$ cat config.mk
export PLATFORM = sky130hd
export DESIGN_NAME = ditfd_decoder
export DESIGN_NICKNAME = d
export VERILOG_FILES = /design/src/core/ditfd_decoder.v
export VERILOG_INCLUDE_DIRS = /design/src /design/src/core
export SDC_FILE = /design/constraint.sdc
export NUM_CORES = 1
export LEC_CHECK = 0
export ABC_AREA = 1
export BUFFER_PORTS_ARGS = -buffer_cell sky130_fd_sc_hd__buf_2
export CORE_MARGIN = 2
export CORE_UTILIZATION = 25
export DETAILED_ROUTE_END_ITERATION = 8
export MAX_ROUTING_LAYER = met4
export PLACE_DENSITY = 0.51
export REMOVE_ABC_BUFFERS = 1
export SLEW_MARGIN = 10
export SYNTH_ARGS = -nofsm -noshare
export SYNTH_HDL_FRONTEND = slang
export SYNTH_SLANG_ARGS = --single-unit
$ cat constraint.sdc
create_clock -name aclk -period 3.6 [get_ports aclk]
set_clock_uncertainty 0.15 [all_clocks]
set_input_delay 0.36 -clock aclk [delete_from_list [all_inputs] [get_ports aclk]]
set_output_delay 0.36 -clock aclk [all_outputs]
set_load 0.01 [all_outputs]
$ cat src/core/ditfd_regs.vh
`ifndef DITFD_REGS_VH
`define DITFD_REGS_VH
`define DITFD_NUM_TERM      10
`define DITFD_PULSE_TERM    4
`define DITFD_FC_TORQ_INH   6'h1d
`define DITFD_FC_PULSE      6'h1e
`define DITFD_FC_DCB_NOW    6'h20
`define DITFD_FC_EXT_FAULT  6'h21
`define DITFD_FC_FREQ_LOCK  6'h22
`define DITFD_FC_PID_REV    6'h23
`define DITFD_FC_STOP_PANEL 6'h24
`define DITFD_FC_CMD_COMM   6'h25
`define DITFD_FC_PID_IHOLD  6'h26
`define DITFD_FC_MAIN_PRE   6'h27
`define DITFD_FC_AUX_PRE    6'h28
`define DITFD_FC_PID_GAIN   6'h2b
`define DITFD_FC_UFAULT1    6'h2c
`define DITFD_FC_UFAULT2    6'h2d
`define DITFD_FC_MODE_TOG   6'h2e
`define DITFD_FC_ESTOP      6'h2f
`define DITFD_FC_STOP_ANY   6'h30
`define DITFD_FC_DEC_DCB    6'h31
`define DITFD_FC_RT_CLEAR   6'h32
`define DITFD_FC_LINE_SW    6'h33
`define DITFD_FAULT_EXT     8'h0f
`define DITFD_FAULT_USER1   8'h1b
`define DITFD_FAULT_USER2   8'h1c
`define DITFD_DECEL_SEL4    2'h3
`define DITFD_TCM_2LINE1    2'h0
`define DITFD_TCM_2LINE2    2'h1
`define DITFD_TCM_3LINE1    2'h2
`define DITFD_TCM_3LINE2    2'h3
`define DITFD_SRC_PANEL     2'h0
`define DITFD_SRC_TERM      2'h1
`define DITFD_SRC_COMM      2'h2
`define DITFD_REG_FUNC0     12'h000
`define DITFD_REG_FUNC9     12'h024
`define DITFD_REG_CFG       12'h040
`define DITFD_REG_CTRL      12'h044
`define DITFD_REG_STATUS    12'h048
`define DITFD_REG_EVENT     12'h04c
`define DITFD_REG_PULSES    12'h050
`define DITFD_REG_INPUTS    12'h054
`define DITFD_RESP_OKAY     2'h0
`define DITFD_RESP_SLVERR   2'h2
`define DITFD_CFG_RESET     32'h0000_0000
`endif

$ cat src/core/ditfd_decoder.v
// Function
// - Code 29 on: no torque, speed mode.
// - Code 30 counts pulses, pulse terminal only.
// - Code 32 rising: immediate DC braking.
// - Code 33 active: fault 15, stop.
// - Code 34 on: ignore frequency changes.
// - Code 35 on: invert PID direction.
// - Code 36: panel stop, panel source only.
// - Code 37 rising, terminal source: go communication.
// - Code 38 on: freeze PID integral.
// - Code 39 on: preset replaces main source.
// - Code 40 on: preset replaces auxiliary source.
// - Code 43 selects PID gain set.
// - Codes 44/45: user faults 27/28, action.
// - Code 46 on: opposite control mode.
// - Code 47 rising: fastest stop, current limit.
// - Code 48: decel stop, time four, any source.
// - Code 49 rising: decelerate then DC braking.
// - Code 50 rising: clear run time if allowed.
// - Code 51 with two-line 1: three-line 1.
// - Mode codes 0..3: 2L1,2L2,3L1,3L2.
//
// The implementer's own choices: the AXI4-Lite slave port and the address map.
`include "ditfd_regs.vh"
`timescale 1ns/1ns
`default_nettype none
module ditfd_decoder (
  input  wire        aclk,
  input  wire        aresetn,
  input  wire [9:0]  di_pin,
  input  wire [31:0] s_axi_awaddr,
  input  wire        s_axi_awvalid,
  output wire        s_axi_awready,
  input  wire [31:0] s_axi_wdata,
  input  wire [3:0]  s_axi_wstrb,
  input  wire        s_axi_wvalid,
  output wire        s_axi_wready,
  output reg  [1:0]  s_axi_bresp,
  output reg         s_axi_bvalid,
  input  wire        s_axi_bready,
  input  wire [31:0] s_axi_araddr,
  input  wire        s_axi_arvalid,
  output wire        s_axi_arready,
  output reg  [31:0] s_axi_rdata,
  output reg  [1:0]  s_axi_rresp,
  output reg         s_axi_rvalid,
  input  wire        s_axi_rready,
  output reg         torque_inhibit,
  output reg         speed_mode,
  output reg         dc_brake_now,
  output reg         fault_req,
  output reg  [7:0]  fault_code,
  output reg  [1:0]  user_fault_action,
  output reg         freq_change_lock,
  output reg         pid_direction,
  output reg         stop_req,
  output reg  [1:0]  stop_decel_sel,
  output reg  [1:0]  cmd_source,
  output reg         pid_integral_hold,
  output reg         main_use_preset,
  output reg         aux_use_preset,
  output reg         pid_gain_set_two,
  output reg         estop_req,
  output reg         decel_dc_brake_req,
  output reg         run_time_clear,
  output reg  [1:0]  eff_terminal_cmd_mode,
  output reg  [15:0] pulse_count
);

  // ------------------------------------------------------------
  // Input synchroniser and per-code terminal levels.
  // ------------------------------------------------------------
  reg [9:0]  sync1_q, sync2_q, prev_q;
  reg [5:0]  func_q [0:9];
  reg [31:0] cfg_q;
  integer    i;

  always @(posedge aclk) begin
    if (!aresetn) begin
      sync1_q <= 10'h000;
      sync2_q <= 10'h000;
      prev_q  <= 10'h000;
    end else begin
      sync1_q <= di_pin;
      sync2_q <= sync1_q;
      prev_q  <= sync2_q;
    end
  end

  // Level of any terminal set to a code; the pulse terminal is excluded
  // while it counts pulses, and reserved codes never match a use below.
  function any_on;
    input [5:0] code;
    input [9:0] lvl;
    integer k;
    begin
      any_on = 1'b0;
      for (k = 0; k < `DITFD_NUM_TERM; k = k + 1)
        if (func_q[k] == code && !(k == `DITFD_PULSE_TERM && func_q[k] == `DITFD_FC_PULSE))
          any_on = any_on | lvl[k];
    end
  endfunction

  wire torq_on   = any_on(`DITFD_FC_TORQ_INH, sync2_q);
  wire dcb_rise  = any_on(`DITFD_FC_DCB_NOW, sync2_q & ~prev_q);
  wire ext_on    = any_on(`DITFD_FC_EXT_FAULT, ~sync2_q);
  wire flock_on  = any_on(`DITFD_FC_FREQ_LOCK, sync2_q);
  wire prev_on   = any_on(`DITFD_FC_PID_REV, sync2_q);
  wire pstop_on  = any_on(`DITFD_FC_STOP_PANEL, sync2_q);
  wire comm_rise = any_on(`DITFD_FC_CMD_COMM, sync2_q & ~prev_q);
  wire ihold_on  = any_on(`DITFD_FC_PID_IHOLD, sync2_q);
  wire mpre_on   = any_on(`DITFD_FC_MAIN_PRE, sync2_q);
  wire apre_on   = any_on(`DITFD_FC_AUX_PRE, sync2_q);
  wire gain_on   = any_on(`DITFD_FC_PID_GAIN, sync2_q);
  wire uf1_on    = any_on(`DITFD_FC_UFAULT1, sync2_q);
  wire uf2_on    = any_on(`DITFD_FC_UFAULT2, sync2_q);
  wire tog_on    = any_on(`DITFD_FC_MODE_TOG, sync2_q);
  wire es_rise   = any_on(`DITFD_FC_ESTOP, sync2_q & ~prev_q);
  wire sany_on   = any_on(`DITFD_FC_STOP_ANY, sync2_q);
  wire ddcb_rise = any_on(`DITFD_FC_DEC_DCB, sync2_q & ~prev_q);
  wire rtc_rise  = any_on(`DITFD_FC_RT_CLEAR, sync2_q & ~prev_q);
  wire lsw_on    = any_on(`DITFD_FC_LINE_SW, sync2_q);
  wire pulse_en  = (func_q[`DITFD_PULSE_TERM] == `DITFD_FC_PULSE);

  // Config: [1:0] term cmd mode, [2] pid dir, [3] gain by terminal,
  // [4] ctrl mode torque, [6:5] user fault action, [7] run time A, [8] run time B,
  // [10:9] base command source.
  wire [1:0] tcm_cfg   = cfg_q[1:0];
  wire       pdir_cfg  = cfg_q[2];
  wire       gsel_cfg  = cfg_q[3];
  wire       torq_cfg  = cfg_q[4];
  wire       rt_ok     = cfg_q[7] & cfg_q[8];
  wire [1:0] src_cfg   = cfg_q[10:9];

  // ------------------------------------------------------------
  // Control outputs.
  // ------------------------------------------------------------
  reg        comm_latch_q;
  reg        dcb_q, es_q, ddcb_q;
  reg        ack_dcb, ack_es, ack_ddcb, ack_comm;
  wire [1:0] src_now = (comm_latch_q && src_cfg == `DITFD_SRC_TERM) ? `DITFD_SRC_COMM : src_cfg;

  always @(posedge aclk) begin
    if (!aresetn) begin
      comm_latch_q <= 1'b0;
      dcb_q        <= 1'b0;
      es_q         <= 1'b0;
      ddcb_q       <= 1'b0;
      pulse_count  <= 16'h0000;
    end else begin
      if (comm_rise && src_cfg == `DITFD_SRC_TERM)
        comm_latch_q <= 1'b1;
      else if (ack_comm)
        comm_latch_q <= 1'b0;
      dcb_q  <= dcb_rise | (dcb_q & ~ack_dcb);
      es_q   <= es_rise | (es_q & ~ack_es);
      ddcb_q <= ddcb_rise | (ddcb_q & ~ack_ddcb);
      if (pulse_en && sync2_q[`DITFD_PULSE_TERM] && !prev_q[`DITFD_PULSE_TERM])
        pulse_count <= pulse_count + 16'h0001;
    end
  end

  always @(posedge aclk) begin
    if (!aresetn) begin
      torque_inhibit        <= 1'b0;
      speed_mode            <= 1'b1;
      dc_brake_now          <= 1'b0;
      fault_req             <= 1'b0;
      fault_code            <= 8'h00;
      user_fault_action     <= 2'h0;
      freq_change_lock      <= 1'b0;
      pid_direction         <= 1'b0;
      stop_req              <= 1'b0;
      stop_decel_sel        <= 2'h0;
      cmd_source            <= 2'h0;
      pid_integral_hold     <= 1'b0;
      main_use_preset       <= 1'b0;
      aux_use_preset        <= 1'b0;
      pid_gain_set_two      <= 1'b0;
      estop_req             <= 1'b0;
      decel_dc_brake_req    <= 1'b0;
      run_time_clear        <= 1'b0;
      eff_terminal_cmd_mode <= `DITFD_TCM_2LINE1;
    end else begin
      torque_inhibit    <= torq_on;
      speed_mode        <= torq_on | ~(torq_cfg ^ tog_on);
      dc_brake_now      <= dcb_q;
      freq_change_lock  <= flock_on;
      pid_direction     <= pdir_cfg ^ prev_on;
      pid_integral_hold <= ihold_on;
      main_use_preset   <= mpre_on;
      aux_use_preset    <= apre_on;
      pid_gain_set_two  <= gsel_cfg & gain_on;
      cmd_source        <= src_now;
      estop_req         <= es_q;
      decel_dc_brake_req <= ddcb_q;
      run_time_clear    <= rtc_rise & rt_ok;
      user_fault_action <= cfg_q[6:5];
      // External fault takes priority over user faults.
      if (ext_on) begin
        fault_req  <= 1'b1;
        fault_code <= `DITFD_FAULT_EXT;
      end else if (uf1_on) begin
        fault_req  <= 1'b1;
        fault_code <= `DITFD_FAULT_USER1;
      end else if (uf2_on) begin
        fault_req  <= 1'b1;
        fault_code <= `DITFD_FAULT_USER2;
      end else begin
        fault_req  <= 1'b0;
        fault_code <= 8'h00;
      end
      stop_req       <= ext_on | sany_on | (pstop_on && src_now == `DITFD_SRC_PANEL);
      stop_decel_sel <= sany_on ? `DITFD_DECEL_SEL4 : 2'h0;
      if (lsw_on && tcm_cfg == `DITFD_TCM_2LINE1)
        eff_terminal_cmd_mode <= `DITFD_TCM_3LINE1;
      else
        eff_terminal_cmd_mode <= tcm_cfg;
    end
  end

  // ------------------------------------------------------------
  // AXI4-Lite slave.
  // ------------------------------------------------------------
  reg        aw_q, w_q;
  reg [11:0] awa_q;
  reg [31:0] wd_q;
  reg [3:0]  ws_q;
  wire       do_wr = aw_q & w_q & ~s_axi_bvalid;
  wire [3:0] widx  = awa_q[5:2];
  wire       wfunc = (awa_q <= `DITFD_REG_FUNC9);

  assign s_axi_awready = ~aw_q & ~s_axi_bvalid;
  assign s_axi_wready  = ~w_q & ~s_axi_bvalid;
  assign s_axi_arready = ~s_axi_rvalid;

  // Event register: bit0 dcb, bit1 estop, bit2 decel dcb, bit3 comm switch; write 1 acknowledges.
  always @* begin
    ack_dcb  = 1'b0;
    ack_es   = 1'b0;
    ack_ddcb = 1'b0;
    ack_comm = 1'b0;
    if (do_wr && awa_q == `DITFD_REG_EVENT && ws_q[0]) begin
      ack_dcb  = wd_q[0];
      ack_es   = wd_q[1];
      ack_ddcb = wd_q[2];
      ack_comm = wd_q[3];
    end
  end

  always @(posedge aclk) begin
    if (!aresetn) begin
      aw_q         <= 1'b0;
      w_q          <= 1'b0;
      awa_q        <= 12'h000;
      wd_q         <= 32'h0000_0000;
      ws_q         <= 4'h0;
      s_axi_bvalid <= 1'b0;
      s_axi_bresp  <= `DITFD_RESP_OKAY;
      cfg_q        <= `DITFD_CFG_RESET;
      for (i = 0; i < `DITFD_NUM_TERM; i = i + 1)
        func_q[i] <= 6'h00;
    end else begin
      if (s_axi_awvalid && s_axi_awready) begin
        aw_q  <= 1'b1;
        awa_q <= {s_axi_awaddr[11:2], 2'h0};
      end
      if (s_axi_wvalid && s_axi_wready) begin
        w_q  <= 1'b1;
        wd_q <= s_axi_wdata;
        ws_q <= s_axi_wstrb;
      end
      if (do_wr) begin
        aw_q         <= 1'b0;
        w_q          <= 1'b0;
        s_axi_bvalid <= 1'b1;
        s_axi_bresp  <= `DITFD_RESP_OKAY;
        if (wfunc) begin
          if (ws_q[0])
            func_q[widx] <= wd_q[5:0];
        end else if (awa_q == `DITFD_REG_CFG) begin
          if (ws_q[0])
            cfg_q[7:0] <= wd_q[7:0];
          if (ws_q[1])
            cfg_q[10:8] <= wd_q[10:8];
        end else if (awa_q != `DITFD_REG_EVENT)
          s_axi_bresp <= `DITFD_RESP_SLVERR;
      end else if (s_axi_bvalid && s_axi_bready)
        s_axi_bvalid <= 1'b0;
    end
  end

  wire [11:0] ra = {s_axi_araddr[11:2], 2'h0};

  always @(posedge aclk) begin
    if (!aresetn) begin
      s_axi_rvalid <= 1'b0;
      s_axi_rdata  <= 32'h0000_0000;
      s_axi_rresp  <= `DITFD_RESP_OKAY;
    end else if (s_axi_arvalid && s_axi_arready) begin
      s_axi_rvalid <= 1'b1;
      s_axi_rresp  <= `DITFD_RESP_OKAY;
      if (ra <= `DITFD_REG_FUNC9)
        s_axi_rdata <= {26'h0, func_q[ra[5:2]]};
      else if (ra == `DITFD_REG_CFG)
        s_axi_rdata <= {21'h0, cfg_q[10:0]};
      else if (ra == `DITFD_REG_STATUS)
        s_axi_rdata <= {6'h0, fault_code, 2'h0, eff_terminal_cmd_mode, cmd_source, stop_decel_sel,
                        stop_req, fault_req, pid_gain_set_two, aux_use_preset, main_use_preset,
                        pid_integral_hold, pid_direction, freq_change_lock, speed_mode, torque_inhibit};
      else if (ra == `DITFD_REG_EVENT)
        s_axi_rdata <= {28'h0, comm_latch_q, ddcb_q, es_q, dcb_q};
      else if (ra == `DITFD_REG_PULSES)
        s_axi_rdata <= {16'h0, pulse_count};
      else if (ra == `DITFD_REG_INPUTS)
        s_axi_rdata <= {22'h0, sync2_q};
      else begin
        s_axi_rdata <= 32'h0000_0000;
        s_axi_rresp <= `DITFD_RESP_SLVERR;
      end
    end else if (s_axi_rvalid && s_axi_rready)
      s_axi_rvalid <= 1'b0;
  end

endmodule // ditfd_decoder
`default_nettype wire

## Word level (Yosys, flattened, before mapping)

Memories as Yosys holds them, arrays and structs flattened.
Index checks and enable logic that the tools add are counted.

| storage, ports and cells | value |
|---|---|
| bits in registers | 154 |
| input bits | 117 |
| memories kept | 1 |
| memory bits (writable) | 60 |
| output and inout port bits | 87 |
| word-level logic and storage cells | 727 |

Memories:

| name | words | width | read ports | clocked after Yosys merged registers in | wr ports | line | text |
|---|---|---|---|---|---|---|---|
| func_q | 10 | 6 | 11 | 0 | 10 | ditfd_decoder.v:74 | `reg [5:0] func_q [0:9];` |

| cells by class | value |
|---|---|
| $lt $le $gt $ge | 2 |
| eq/ne operators | 200 |
| bitwise logic cells | 202 |
| reduce and logical (&&, ||, !) cells | 46 |
| muxes and demuxes | 233 |
| add/subtract/negate cells | 1 |

Operator list:

| kind | number |
|---|---|
| $eq 6x6->1 const B | 180 |
| $mux 1 | 210 |
| $or 1x1->1 | 177 |
| $mux 26 | 3 |
| $eq 10x5->1 const B | 7 |
| $eq 6x5->1 const B | 11 |
| $logic_and 1x1->1 | 32 |
| $mux 16 | 2 |
| $le 12x6->1 const B | 2 |
| $mux 2 | 12 |
| $not 10->10 | 2 |
| $add 16x1->16 const B | 1 |
| $and 1x1->1 | 10 |
| $and 10x10->10 | 1 |
| $mux 10 | 1 |
| $mux 5 | 2 |
| $ne 10x5->1 const B | 1 |
| $not 1->1 | 10 |
| $mux 4 | 2 |
| $reduce_and 4->1 | 2 |
| $mux 6 | 1 |
| $reduce_bool 2->1 | 3 |
| $reduce_or 2->1 | 3 |
| $reduce_or 6->1 | 1 |
| other kinds (5) | 8 |

## Logic depth before layout (Yosys ltp)

Gate-level depths: netlist of the first run.
An unclocked memory read counts as a cell.

| depth | value |
|---|---|
| word-level depth | 24 |
| gate-level depth with buffers | 13 |
| depth with buffers taken out | 13 |

## Worst setup path after synthesis of the first run

OpenSTA, ideal clock, no wires.

| timing path | value |
|---|---|
| path type | register -> register |
| from | register awa_q[4] |
| to | memory func_q[2][0] (enable) |
| setup time | 0.318 ns |
| setup slack | 1.632 ns |
| arrival | 1.500 ns |
| path buffers | 0 |
| required time | 3.132 ns |
| stages on the path, launching flop included | 10 |
| cells stage by stage | dfxtp_1 -> inv_4 -> nand2_1 -> a21oi_1 -> nand3_1 -> nor2_4 -> nand2_4 -> nor2_8 -> nand4_4 -> nand2_1 |

RTL lines:

| element | line | text |
|---|---|---|
| start: declaration | ditfd_decoder.v:226 | `reg [11:0] awa_q;` |
| start signal: assignment | ditfd_decoder.v:266 | `awa_q <= {s_axi_awaddr[11:2], 2'h0};` |
| end: declaration | ditfd_decoder.v:74 |  |

## Worst setup path after layout of the first run

| timing path | value |
|---|---|
| from | register sync2_q[3] |
| to | register main_use_preset |

| on the way | value |
|---|---|
| longest elaborated chain between the ends | 14 |

Ends and longest elaborated chain:

| element | line | text |
|---|---|---|
| start: declaration | ditfd_decoder.v:73 | `reg [9:0] sync1_q, sync2_q, prev_q;` |
| start signal: assignment | ditfd_decoder.v:85 | `sync2_q <= sync1_q;` |
| $or 1x1->1 (*) | ditfd_decoder.v:100 | `any_on = any_on \| lvl[k];` |
| $mux 1 (*) | ditfd_decoder.v:99 | `` if (func_q[k] == code && !(k == `DITFD_PULSE_TERM && func_q[k] == `DITFD_FC_PULSE)) `` |
| $or 1x1->1 | ditfd_decoder.v:100 |  |
| $mux 1 (*) | ditfd_decoder.v:99 |  |
| $or 1x1->1 | ditfd_decoder.v:100 |  |
| $mux 1 (*) | ditfd_decoder.v:99 |  |
| $or 1x1->1 | ditfd_decoder.v:100 |  |
| $mux 1 (*) | ditfd_decoder.v:99 |  |
| $or 1x1->1 | ditfd_decoder.v:100 |  |
| $mux 1 (*) | ditfd_decoder.v:99 |  |
| $or 1x1->1 | ditfd_decoder.v:100 |  |
| $mux 1 (*) | ditfd_decoder.v:99 |  |
| $or 1x1->1 | ditfd_decoder.v:100 |  |
| $mux 1 (*) | ditfd_decoder.v:99 |  |
| end signal: assignment | ditfd_decoder.v:191 | `main_use_preset <= mpre_on;` |
| end: declaration | ditfd_decoder.v:60 | `output reg main_use_preset,` |

Every way passes the cells marked *; elsewhere a longest branch is shown, timed or not.
A chain may end at the register's enable or synchronous reset.

==> results.py, run 1 <==
metrics = {
    "global_route": {
        "grt_max_degree": 54,
        "grt_pass1_vias": 10900,
        "antenna_found_initial": 0,
        "grt_use_total_pct": 20.7,
        "grt_pass1_wl_microns": 69300,
        "overflow": 0,
    },
    "finish": {
        "fill_cells": 4928,
        "final_util_pct": 31.0,
        "final_cell_mix": "nand2_1, nor2_1, inv_1",
        "syn_to_final_growth_pct": 23.5,
        "diodes": 0,
        "drive_gt1_share_pct": 12.0,
        "final_common_cell": "nand2_1",
        "nNetsFinal": 1896,
    },
    "sta": {
        "period_minus_slack_ns": 2.45,
        "relSlewSlack_pct": 38.5,
        "hold_viol": 0,
        "hold_slack_ns": 0.0479,
        "slew_violations": 0,
        "rsz0062_at_grt": "no",
        "worstMarginPinSlew_ns": 0.913,
        "tns_ns": 0,
        "finalSetupViolations": 0,
        "fmax_ghz": 0.409,
        "fin_crit_sh_pct": 68.0,
    },
    "logic_synthesis": {
        "ys.warnings.count": 0,
        "synth.distinct_cells": 52,
        "syn_area_sq_um": 11000,
        "synth_async_sr_flop_share_pct": 0,
        "synth_area_per_cell_sq_um": 6.90,
        "ys_seq_elements": 206,
        "ys_seq_area_share_pct": 43.9,
        "synthFlopType": "dfxtp_1",
        "synth-edff-count": 72,
        "synthCells": 1601,
    },
    "min_path": {
        "hold_end": "wd_q[3]$_SDFFE_PN0P_",
        "hold_class": "in2reg",
        "hp-start": "s_axi_wdata[3]",
        "holdPathStages": 3,
    },
    "pwr": {
        "p_total_w": 0.00592,
        "power_leakage_nw": 6.02,
        "max-vdd-ir-drop_mv": 0.320,
        "p_per_area_nw_per_um2": 434,
    },
    "detailed_routing": {
        "wl_per_cell_microns": 19.7,
        "drtAntennaViolNets": 0,
        "vias": 11200,
        "vias_per_cell": 4.68,
        "drt_wl_total_microns": 47200,
        "drcViolationCount": 0,
        "dr.pass1.iters": 5,
        "first_iter_violations": 1125,
    },
    "place": {
        "gp_congestion": 1.01,
        "dp_hpwl_microns": 38300,
        "io_buffers": 120,
    },
    "worst_setup_path": {
        "critPathSlowestCell": "dfxtp_1",
        "cp_data_required_time_ns": 3.90,
        "crit_fanout": 6,
        "worst-setup-path-type": "reg2reg",
        "crit_chain": "nand3_1 -> nor3_1 -> nand2_1 -> o311ai_0 -> nor2_1 -> a21oi_1",
        "crit_path_end_kind": "register",
        "cp.depth": 6,
        "r2r_cells": 6,
        "path_buf_inv": 0,
        "slowest_delay_ns": 0.59,
        "cp-startpoint": "sync2_q[3]$_SDFF_PN0_",
        "rrSetupSlack_ns": 1.15,
        "start_kind": "register",
        "reg2reg_from": "sync2_q[3]$_SDFF_PN0_",
        "crit_arrival_ns": 2.74,
        "r2r_end": "main_use_preset$_SDFF_PN0_",
        "cp_top_family": "simple AND/OR/NAND/NOR gates",
    },
    "clock_network": {
        "cts.sinks": 206,
        "htreeDepth": 1,
        "cts_tree": "built",
        "clockBufferDepth": 3,
        "cts_resized": 0,
        "cts_root_buf": "clkbuf_16",
        "cts_inserted_buffers": 26,
        "path_clk_slew_ns": 0.06,
        "clkLatencyLatePin_ns": 0.56,
    },
    "floorplanning": {
        "io_pins": 204,
        "fp.coreArea_sq_um": 43900,
        "die_x_microns": 214,
        "rows": 77,
        "die_h_microns": 214,
        "die_area_sq_um": 45900,
        "initial_core_util_pct": 25.1,
    },
    "job": {
        "maxCapViolCount": 0,
    },
    "outcome": {
        "status": "completed",
    },
}
per-stage QoR:
step / cells / area, sq um / worst slack (ns)
floorplan: 1581 / 10900 / 1.61
global placement: 2308 / 12400 / 1.18
detailed placement: 2308 / 12400 / 1.10
CTS: 2390 / 13600 / 1.16
global route: 2390 / 13600 / 0.994
finish: 2390 / 13600 / 1.15
flip-flops by register name, summed over array words and instances (netlist names), 2 cells and up:
signal,flops
func_q,72
wd_q,11
sync1_q,10
sync2_q,10
fault_code,3
cmd_source,2
eff_terminal_cmd_mode,2
awa_q,10
user_fault_action,2
cfg_q,11
s_axi_rdata,20
ws_q,2
pulse_count,16
prev_q,10
area by class of cell:
class                           count  area (sq um)  area share, %
Timing Repair Buffer              169          1070           7.83
Tap cell                          592           741           5.43
Clock inverter                     14           209           1.53
Clock buffer                       34           732           5.37
Inverter                          226           851           6.24
Multi-Input combinational cell   1149          5190           38.1
Sequential cell                   206          4840           35.5
power breakdown:
part           switching (W)  internal, W  total (W)  leakage (nW)
sequential         0.0000882      0.00248    0.00257          1.84
combinational       0.000336     0.000146   0.000482          3.73
clock                0.00107      0.00179    0.00286         0.452
total                0.00149      0.00442    0.00592          6.02
synth_stat cells, types with 4 or more instances:
master	n	area, sq um
or2_2	9	56.3
buf_2	6	30.0
o22ai_1	16	100
edfxtp_1	72	2160
nor2_1	277	1040
nand2_1	413	1550
a21oi_1	80	400
nor2_2	5	31.3
dfxtp_1	134	2680
nand4_1	33	206
inv_1	219	822
buf_4	20	150
a31oi_1	6	37.5
clkbuf_1	19	71.3
nand3_2	4	40.0
o21ai_0	87	435
o31ai_1	6	45.0
nor3_1	44	220
nor4_1	5	31.3
inv_2	4	15.0
nand3_1	92	460
a22oi_1	6	45.0
layer usage:
| metal | track usage, % | up-vias | part of all wire [%] | wire length (microns) |
|---|---|---|---|---|
| met5 | - | - | 0 | 0 |
| met2 | 33.9 | 322 | 47 | 22100 |
| li1 | - | 5499 | - | - |
| met4 | 4.17 | 0 | 1.6 | 767 |
| met3 | 2.61 | 45 | 5.5 | 2590 |
| met1 | 27.6 | 5308 | 46 | 21700 |
cell families after synthesis:
group | synth area share [%]
compound gates | 10.8
xor+xnor | 0.159
fa+ha+maj | 0.113
buf+inv | 10.0
flops | 43.9
other cells | 0.0339
simple gates | 35.0
worst max path at each step:
stage | slack, ns | endpoint
2_1_floorplan | 1.61 | s_axi_rdata[12]$_SDFFE_PN0P_
3_3_place_gp | 1.18 | s_axi_rdata[3]$_SDFFE_PN0P_
3_5_place_dp | 1.10 | s_axi_rdata[4]$_SDFFE_PN0P_
4_1_cts | 1.16 | func_q[7][2]$_SDFFCE_PN0P_
5_1_grt | 0.99 | func_q[7][2]$_SDFFCE_PN0P_
6_report | 1.15 | main_use_preset$_SDFF_PN0_
tightest hold or removal path: cells and delay by family:
family | cells | cell delay [ns]
AOI/OAI and AO/OA | 2 | 0.26
buffers and inverters | 1 | 0.07
timing repair:
item / in CTS / in global routing
hold endpoints to repair: 34 / 0
setup buffers: 0 / 0
hold buffers: 34 / 0
(Power assumes the default switching activity.)
==> run 2, diff against run 1 <==
--- a/config.mk
+++ b/config.mk
@@ -12,7 +12,7 @@
 export CORE_UTILIZATION = 25
 export DETAILED_ROUTE_END_ITERATION = 8
 export MAX_ROUTING_LAYER = met4
-export PLACE_DENSITY = 0.51
+export PLACE_DENSITY = 0.53
 export REMOVE_ABC_BUFFERS = 1
 export SLEW_MARGIN = 10
 export SYNTH_ARGS = -nofsm -noshare
==> constraint.sdc (replaced) <==
create_clock -name aclk -period 2.1 [get_ports aclk]
set_clock_uncertainty 0.15 [all_clocks]
set_input_delay 0.21 -clock aclk [delete_from_list [all_inputs] [get_ports aclk]]
set_output_delay 0.21 -clock aclk [all_outputs]
set_load 0.01 [all_outputs]
==> results.py, run 2 (synthesized netlist as in run 1, its figures left out) <==
metrics = {
    "detailed_routing": {
        "drt_wl_total_microns": 50700,
        "wl_per_cell_microns": 19.8,
        "vias": 12100,
        "drcViolationCount": 0,
        "vias_per_cell": 4.72,
        "drtAntennaViolNets": 0,
        "dr.pass1.iters": 5,
        "first_iter_violations": 1116,
    },
    "worst_setup_path": {
        "crit_path_end_kind": "register",
        "r2r_end": "stop_req$_SDFF_PN0_",
        "crit_fanout": 4,
        "cp_data_required_time_ns": 2.38,
        "crit_arrival_ns": 2.43,
        "r2r_cells": 9,
        "reg2reg_from": "func_q[6][1]$_SDFFCE_PN0P_",
        "start_kind": "register",
        "worst-setup-path-type": "reg2reg",
        "rrSetupSlack_ns": -0.04,
    },
    "sta": {
        "finalSetupViolations": 2,
        "worstMarginPinSlew_ns": 0.532,
        "fmax_ghz": 0.466,
        "slew_violations": 0,
        "relSlewSlack_pct": 64.0,
        "period_minus_slack_ns": 2.14,
        "hold_viol": 0,
        "tns_ns": -0.0730,
        "timing.final.ws_setup_ns": -0.0443,
        "fin_crit_sh_pct": 102,
        "hold_slack_ns": 0.00915,
    },
    "finish": {
        "drive_gt1_share_pct": 21.4,
        "top_register": "func_q",
        "fill_cells": 4834,
        "largest_reg_flops": 72,
        "final_cell_mix": "nand2_1, nor2_1, inv_1",
        "reg_top3": "func_q (72), s_axi_rdata (20), pulse_count (16)",
        "diodes": 0,
        "nNetsFinal": 2060,
        "syn_to_final_growth_pct": 35.8,
        "stdcell_area_sq_um": 15000,
        "final_util_pct": 34.1,
        "final_common_cell": "nand2_1",
    },
    "global_route": {
        "grt_pass1_wl_microns": 73700,
        "antenna_found_initial": 0,
        "grt_pass1_vias": 11700,
        "grt_max_degree": 41,
        "overflow": 0,
        "grt_use_total_pct": 22.2,
    },
    "min_path": {
        "hold_end": "func_q[2][3]$_SDFFCE_PN0P_",
        "hold_class": "in2reg",
        "hp-start": "aresetn",
        "holdPathStages": 2,
    },
    "place": {
        "gp_congestion": 1.02,
        "placed_area_sq_um": 13700,
        "dp_hpwl_microns": 41900,
        "io_buffers": 120,
        "dp_worst_setup_slack_ns": -0.0862,
    },
    "floorplanning": {
        "rows": 77,
        "die_x_microns": 214,
        "fp.coreArea_sq_um": 43900,
        "die_area_sq_um": 45900,
        "die_h_microns": 214,
        "io_pins": 204,
        "initial_core_util_pct": 25.1,
    },
    "clock_network": {
        "cts.sinks": 206,
        "cts_tree": "built",
        "clkLatencyLatePin_ns": 0.56,
        "cts_inserted_buffers": 26,
        "htreeDepth": 1,
        "path_clk_slew_ns": 0.06,
        "cts_root_buf": "clkbuf_16",
        "clockBufferDepth": 3,
    },
    "job": {
        "maxCapViolCount": 0,
    },
    "pwr": {
        "p_per_area_nw_per_um2": 659,
        "power_leakage_nw": 6.83,
        "max-vdd-ir-drop_mv": 0.573,
    },
    "outcome": {
        "status": "finished, violations left",
        "violations": "setup timing",
    },
}
## run 2: changes by cell type in the layout (fill, tap and decap cells not counted), sizes merged
cell,delta
clkbuf,-3
dlygate4sd3,+1
clkinv,+7
buf,+163
clkinvlp,-1
bufinv,-3
## run 2: repair_timing
| action | in CTS | in global routing |
|---|---|---|
| hold buffers | 35 | 0 |
| endpoints found under the hold margin | 35 | 0 |
| resized for setup | 10 | 39 |
| setup endpoints to repair | 52 | 109 |
| gates cloned | 0 | 0 |
| buffers inserted | 0 | 2 |
| pin swaps | 0 | 3 |
## run 2: through the flow
stage	cells	power, W
CTS	2552	0.00998
finish	2554	0.00988
detailed placement	2469	0.00545
global route	2554	0.0103
global placement	2469	0.00545
floorplan	1581	0.00486
## run 2: metal layers
layer / up-vias / routed length [microns] / global-route usage (%)
met4: 0 / 1770 / 7.20
met5: - / 0 / -
met3: 88 / 3010 / 2.60
met1: 5705 / 22900 / 29.4
li1: 5834 / - / -
met2: 429 / 23000 / 35.3
## run 2: worst max-delay path by stage
stage	from	end	slack, ns	cells after the start
floorplan	s_axi_rvalid$_SDFFE_PN0P_	s_axi_rdata[12]$_SDFFE_PN0P_	0.11	7
detailed placement	func_q[4][1]$_SDFFCE_PN0P_	pulse_count[14]$_SDFFE_PN0P_	-0.09	9
global route	func_q[8][4]$_SDFFCE_PN0P_	comm_latch_q$_SDFFE_PN0P_	-0.008	9
finish	func_q[6][1]$_SDFFCE_PN0P_	stop_req$_SDFF_PN0_	-0.04	9
CTS	awa_q[11]$_SDFFE_PN0P_	func_q[9][1]$_DFFE_PP_	-0.02	9
global placement	func_q[4][1]$_SDFFCE_PN0P_	pulse_count[13]$_SDFFE_PN0P_	-0.10	9
## run 2: report_power, final
group | switching (W) | internal (W)
Clock | 0.00186 | 0.00257
Sequential | 0.000128 | 0.00426
Combinational | 0.000670 | 0.000393
Total | 0.00266 | 0.00722
## run 2: critical path, cell delays in order (launching register included)
cell and delay [ns]:
edfxtp_1 0.53, inv_1 0.16, nand2_1 0.15, nor2_1 0.08, nand3_1 0.12, nand2_1 0.07
nor2_1 0.27, nand3_1 0.22, nor2_1 0.18, a21oi_1 0.09
## run 2: area by class of cell
cell class | instances | area [sq um] | share of cell area [%]
Multi-Input combinational cell | 1149 | 5310 | 35.4
Sequential cell | 206 | 4850 | 32.3
Timing Repair Buffer | 333 | 2410 | 16.0
Inverter | 226 | 851 | 5.67
Tap cell | 592 | 741 | 4.94
Clock buffer | 31 | 679 | 4.53
Clock inverter | 17 | 163 | 1.08
==> run 3, diff against run 2 <==
--- a/config.mk
+++ b/config.mk
@@ -9,10 +9,10 @@
 export ABC_AREA = 1
 export BUFFER_PORTS_ARGS = -buffer_cell sky130_fd_sc_hd__buf_2
 export CORE_MARGIN = 2
-export CORE_UTILIZATION = 25
+export CORE_UTILIZATION = 40
 export DETAILED_ROUTE_END_ITERATION = 8
 export MAX_ROUTING_LAYER = met4
-export PLACE_DENSITY = 0.53
+export PLACE_DENSITY = 0.72
 export REMOVE_ABC_BUFFERS = 1
 export SLEW_MARGIN = 10
 export SYNTH_ARGS = -nofsm -noshare
==> results.py, run 3 (synthesized netlist as in run 1, its figures left out) <==
metrics = {
    "floorplanning": {
        "fp.coreArea_sq_um": 27000,
        "io_pins": 204,
        "rows": 60,
        "die_x_microns": 170,
        "initial_core_util_pct": 40.9,
        "die_h_microns": 170,
        "die_area_sq_um": 29000,
    },
    "sta": {
        "fin_crit_sh_pct": 97.0,
        "slew_violations": 0,
        "fmax_ghz": 0.491,
        "period_minus_slack_ns": 2.04,
        "worstMarginPinSlew_ns": 0.580,
        "hold_viol": 0,
        "timing.final.ws_setup_ns": 0.0636,
        "hold_slack_ns": 0.0659,
        "finalSetupViolations": 0,
        "relSlewSlack_pct": 61.3,
    },
    "detailed_routing": {
        "vias": 12000,
        "vias_per_cell": 5.30,
        "first_iter_violations": 1200,
        "dr.pass1.iters": 5,
        "wl_per_cell_microns": 20.0,
        "drt_wl_total_microns": 45200,
        "drtAntennaViolNets": 0,
        "drcViolationCount": 0,
    },
    "outcome": {
        "status": "completed",
    },
    "worst_setup_path": {
        "r2r_end": "func_q[2][5]$_SDFFCE_PN0P_",
        "worst-setup-path-type": "reg2reg",
        "reg2reg_from": "awa_q[11]$_SDFFE_PN0P_",
        "path_buf_inv": 2,
        "cp_top_family": "simple AND/OR/NAND/NOR gates",
        "r2r_cells": 10,
        "slowest_delay_ns": 0.32,
        "cp_common_cell": "nor2_2",
        "rrSetupSlack_ns": 0.06,
        "start_kind": "register",
        "critPathSlowestCell": "dfxtp_1",
        "crit_path_end_kind": "register",
        "crit_chain": "nor2_2 -> nand2_1 -> a21oi_2 -> nand3_2 -> nor2_4 -> nand2_4 -> buf_4 -> nor2_2 -> inv_1 -> nor2_1",
        "crit_arrival_ns": 2.27,
        "crit_fanout": 6,
        "cp_data_required_time_ns": 2.33,
    },
    "pwr": {
        "pwr-share-clk_pct": 42.9,
        "max-vdd-ir-drop_mv": 0.619,
        "p_per_area_nw_per_um2": 659,
        "power_frac_comb_pct": 10.3,
        "pwr-share-seq_pct": 46.7,
        "swShare_pct": 26.0,
        "p_int_w": 0.00694,
        "switchingPower_w": 0.00244,
        "p_total_w": 0.00938,
        "power_leakage_nw": 6.56,
    },
    "place": {
        "placed_area_sq_um": 13000,
        "io_buffers": 120,
        "gp_congestion": 1.14,
        "dp_worst_setup_slack_ns": -0.0616,
        "dp_hpwl_microns": 36900,
    },
    "finish": {
        "drive_gt1_share_pct": 19.1,
        "final_util_pct": 52.7,
        "nNetsFinal": 2021,
        "stdcell_area_sq_um": 14200,
        "largest_reg_flops": 72,
        "final_cell_mix": "nand2_1, nor2_1, inv_1",
        "reg_top3": "func_q (72), s_axi_rdata (20), pulse_count (16)",
        "top_register": "func_q",
        "diodes": 0,
        "final_common_cell": "nand2_1",
        "syn_to_final_growth_pct": 29.0,
    },
    "min_path": {
        "hold_end": "s_axi_rdata[20]$_SDFFE_PN0P_",
        "holdPathStages": 5,
        "hold_class": "in2reg",
        "hp-start": "s_axi_arvalid",
    },
    "clock_network": {
        "path_clk_slew_ns": 0.06,
        "cts_root_buf": "clkbuf_16",
        "cts_tree": "built",
        "cts.sinks": 206,
        "clockBufferDepth": 3,
        "htreeDepth": 1,
        "clkLatencyLatePin_ns": 0.54,
        "cts_inserted_buffers": 24,
    },
    "job": {
        "maxCapViolCount": 0,
    },
    "global_route": {
        "overflow": 0,
        "antenna_found_initial": 0,
        "grt_pass1_wl_microns": 67100,
        "grt_max_degree": 36,
        "grt_use_total_pct": 32.0,
        "grt_pass1_vias": 11300,
    },
}
[run 3: area by class of cell]
class	instances	area, sq um
clock buffer	33	664
clock inverter	11	96.3
fill	2671	12800
inverter	226	851
multi-input combinational	1149	5320
sequential	206	4840
tap	341	427
timing repair buffer	296	2040
[run 3: per-layer routing]
metal,vias to the layer above,global-route usage (%),wire length (microns)
met5,-,-,0
met4,0,11.2,1800
met3,83,3.07,3490
met2,581,50.7,20500
met1,5582,42.9,19500
li1,5746,-,-
[run 3: worst reg2reg max path, delay by kind of cell, from the launching register on]
kind / cells / cell delay [ns]
AND/OR/NAND/NOR: 7 / 0.94
flip-flops: 1 / 0.32
buffers and inverters: 2 / 0.34
AO/OA/AOI/OAI: 1 / 0.13
[run 3: through the flow]
stage / instances / TNS (ns)
6_report: 2262 / 0
5_1_grt: 2262 / -0.0188
4_1_cts: 2257 / 0
3_5_place_dp: 2177 / -0.194
3_3_place_gp: 2177 / -0.105
2_1_floorplan: 1581 / 0
[run 3: worst max-delay path by stage]
stage,slack (ns),to,cells past startpoint,startpoint
2_1_floorplan,0.11,s_axi_rdata[12]$_SDFFE_PN0P_,7,s_axi_rvalid$_SDFFE_PN0P_
3_3_place_gp,-0.06,speed_mode$_SDFF_PN1_,10,func_q[3][1]$_SDFFCE_PN0P_
3_5_place_dp,-0.06,func_q[6][3]$_SDFFCE_PN0P_,10,awa_q[11]$_SDFFE_PN0P_
4_1_cts,0.02,es_q$_SDFF_PN0_,9,func_q[8][4]$_SDFFCE_PN0P_
5_1_grt,-0.008,pulse_count[15]$_SDFFE_PN0P_,12,func_q[4][1]$_SDFFCE_PN0P_
6_report,0.06,func_q[2][5]$_SDFFCE_PN0P_,10,awa_q[11]$_SDFFE_PN0P_
[run 3: repair_timing]
action / in CTS / in global routing
endpoints found under the setup margin: 14 / 107
resized for setup: 5 / 41
setup buffers: 0 / 5
pin swaps: 0 / 3
hold buffers: 36 / 0
endpoints found under the hold margin: 44 / 0
[run 3: power groups by stage]
stage                     registers (W)  clock network [W]  logic, W
final                           0.00438            0.00403  0.000971
after global routing            0.00440            0.00426   0.00106
after CTS                       0.00438            0.00408  0.000933
after detailed placement        0.00446                  0  0.000876
after global placement          0.00446                  0  0.000868
after floorplan                 0.00443                  0  0.000431
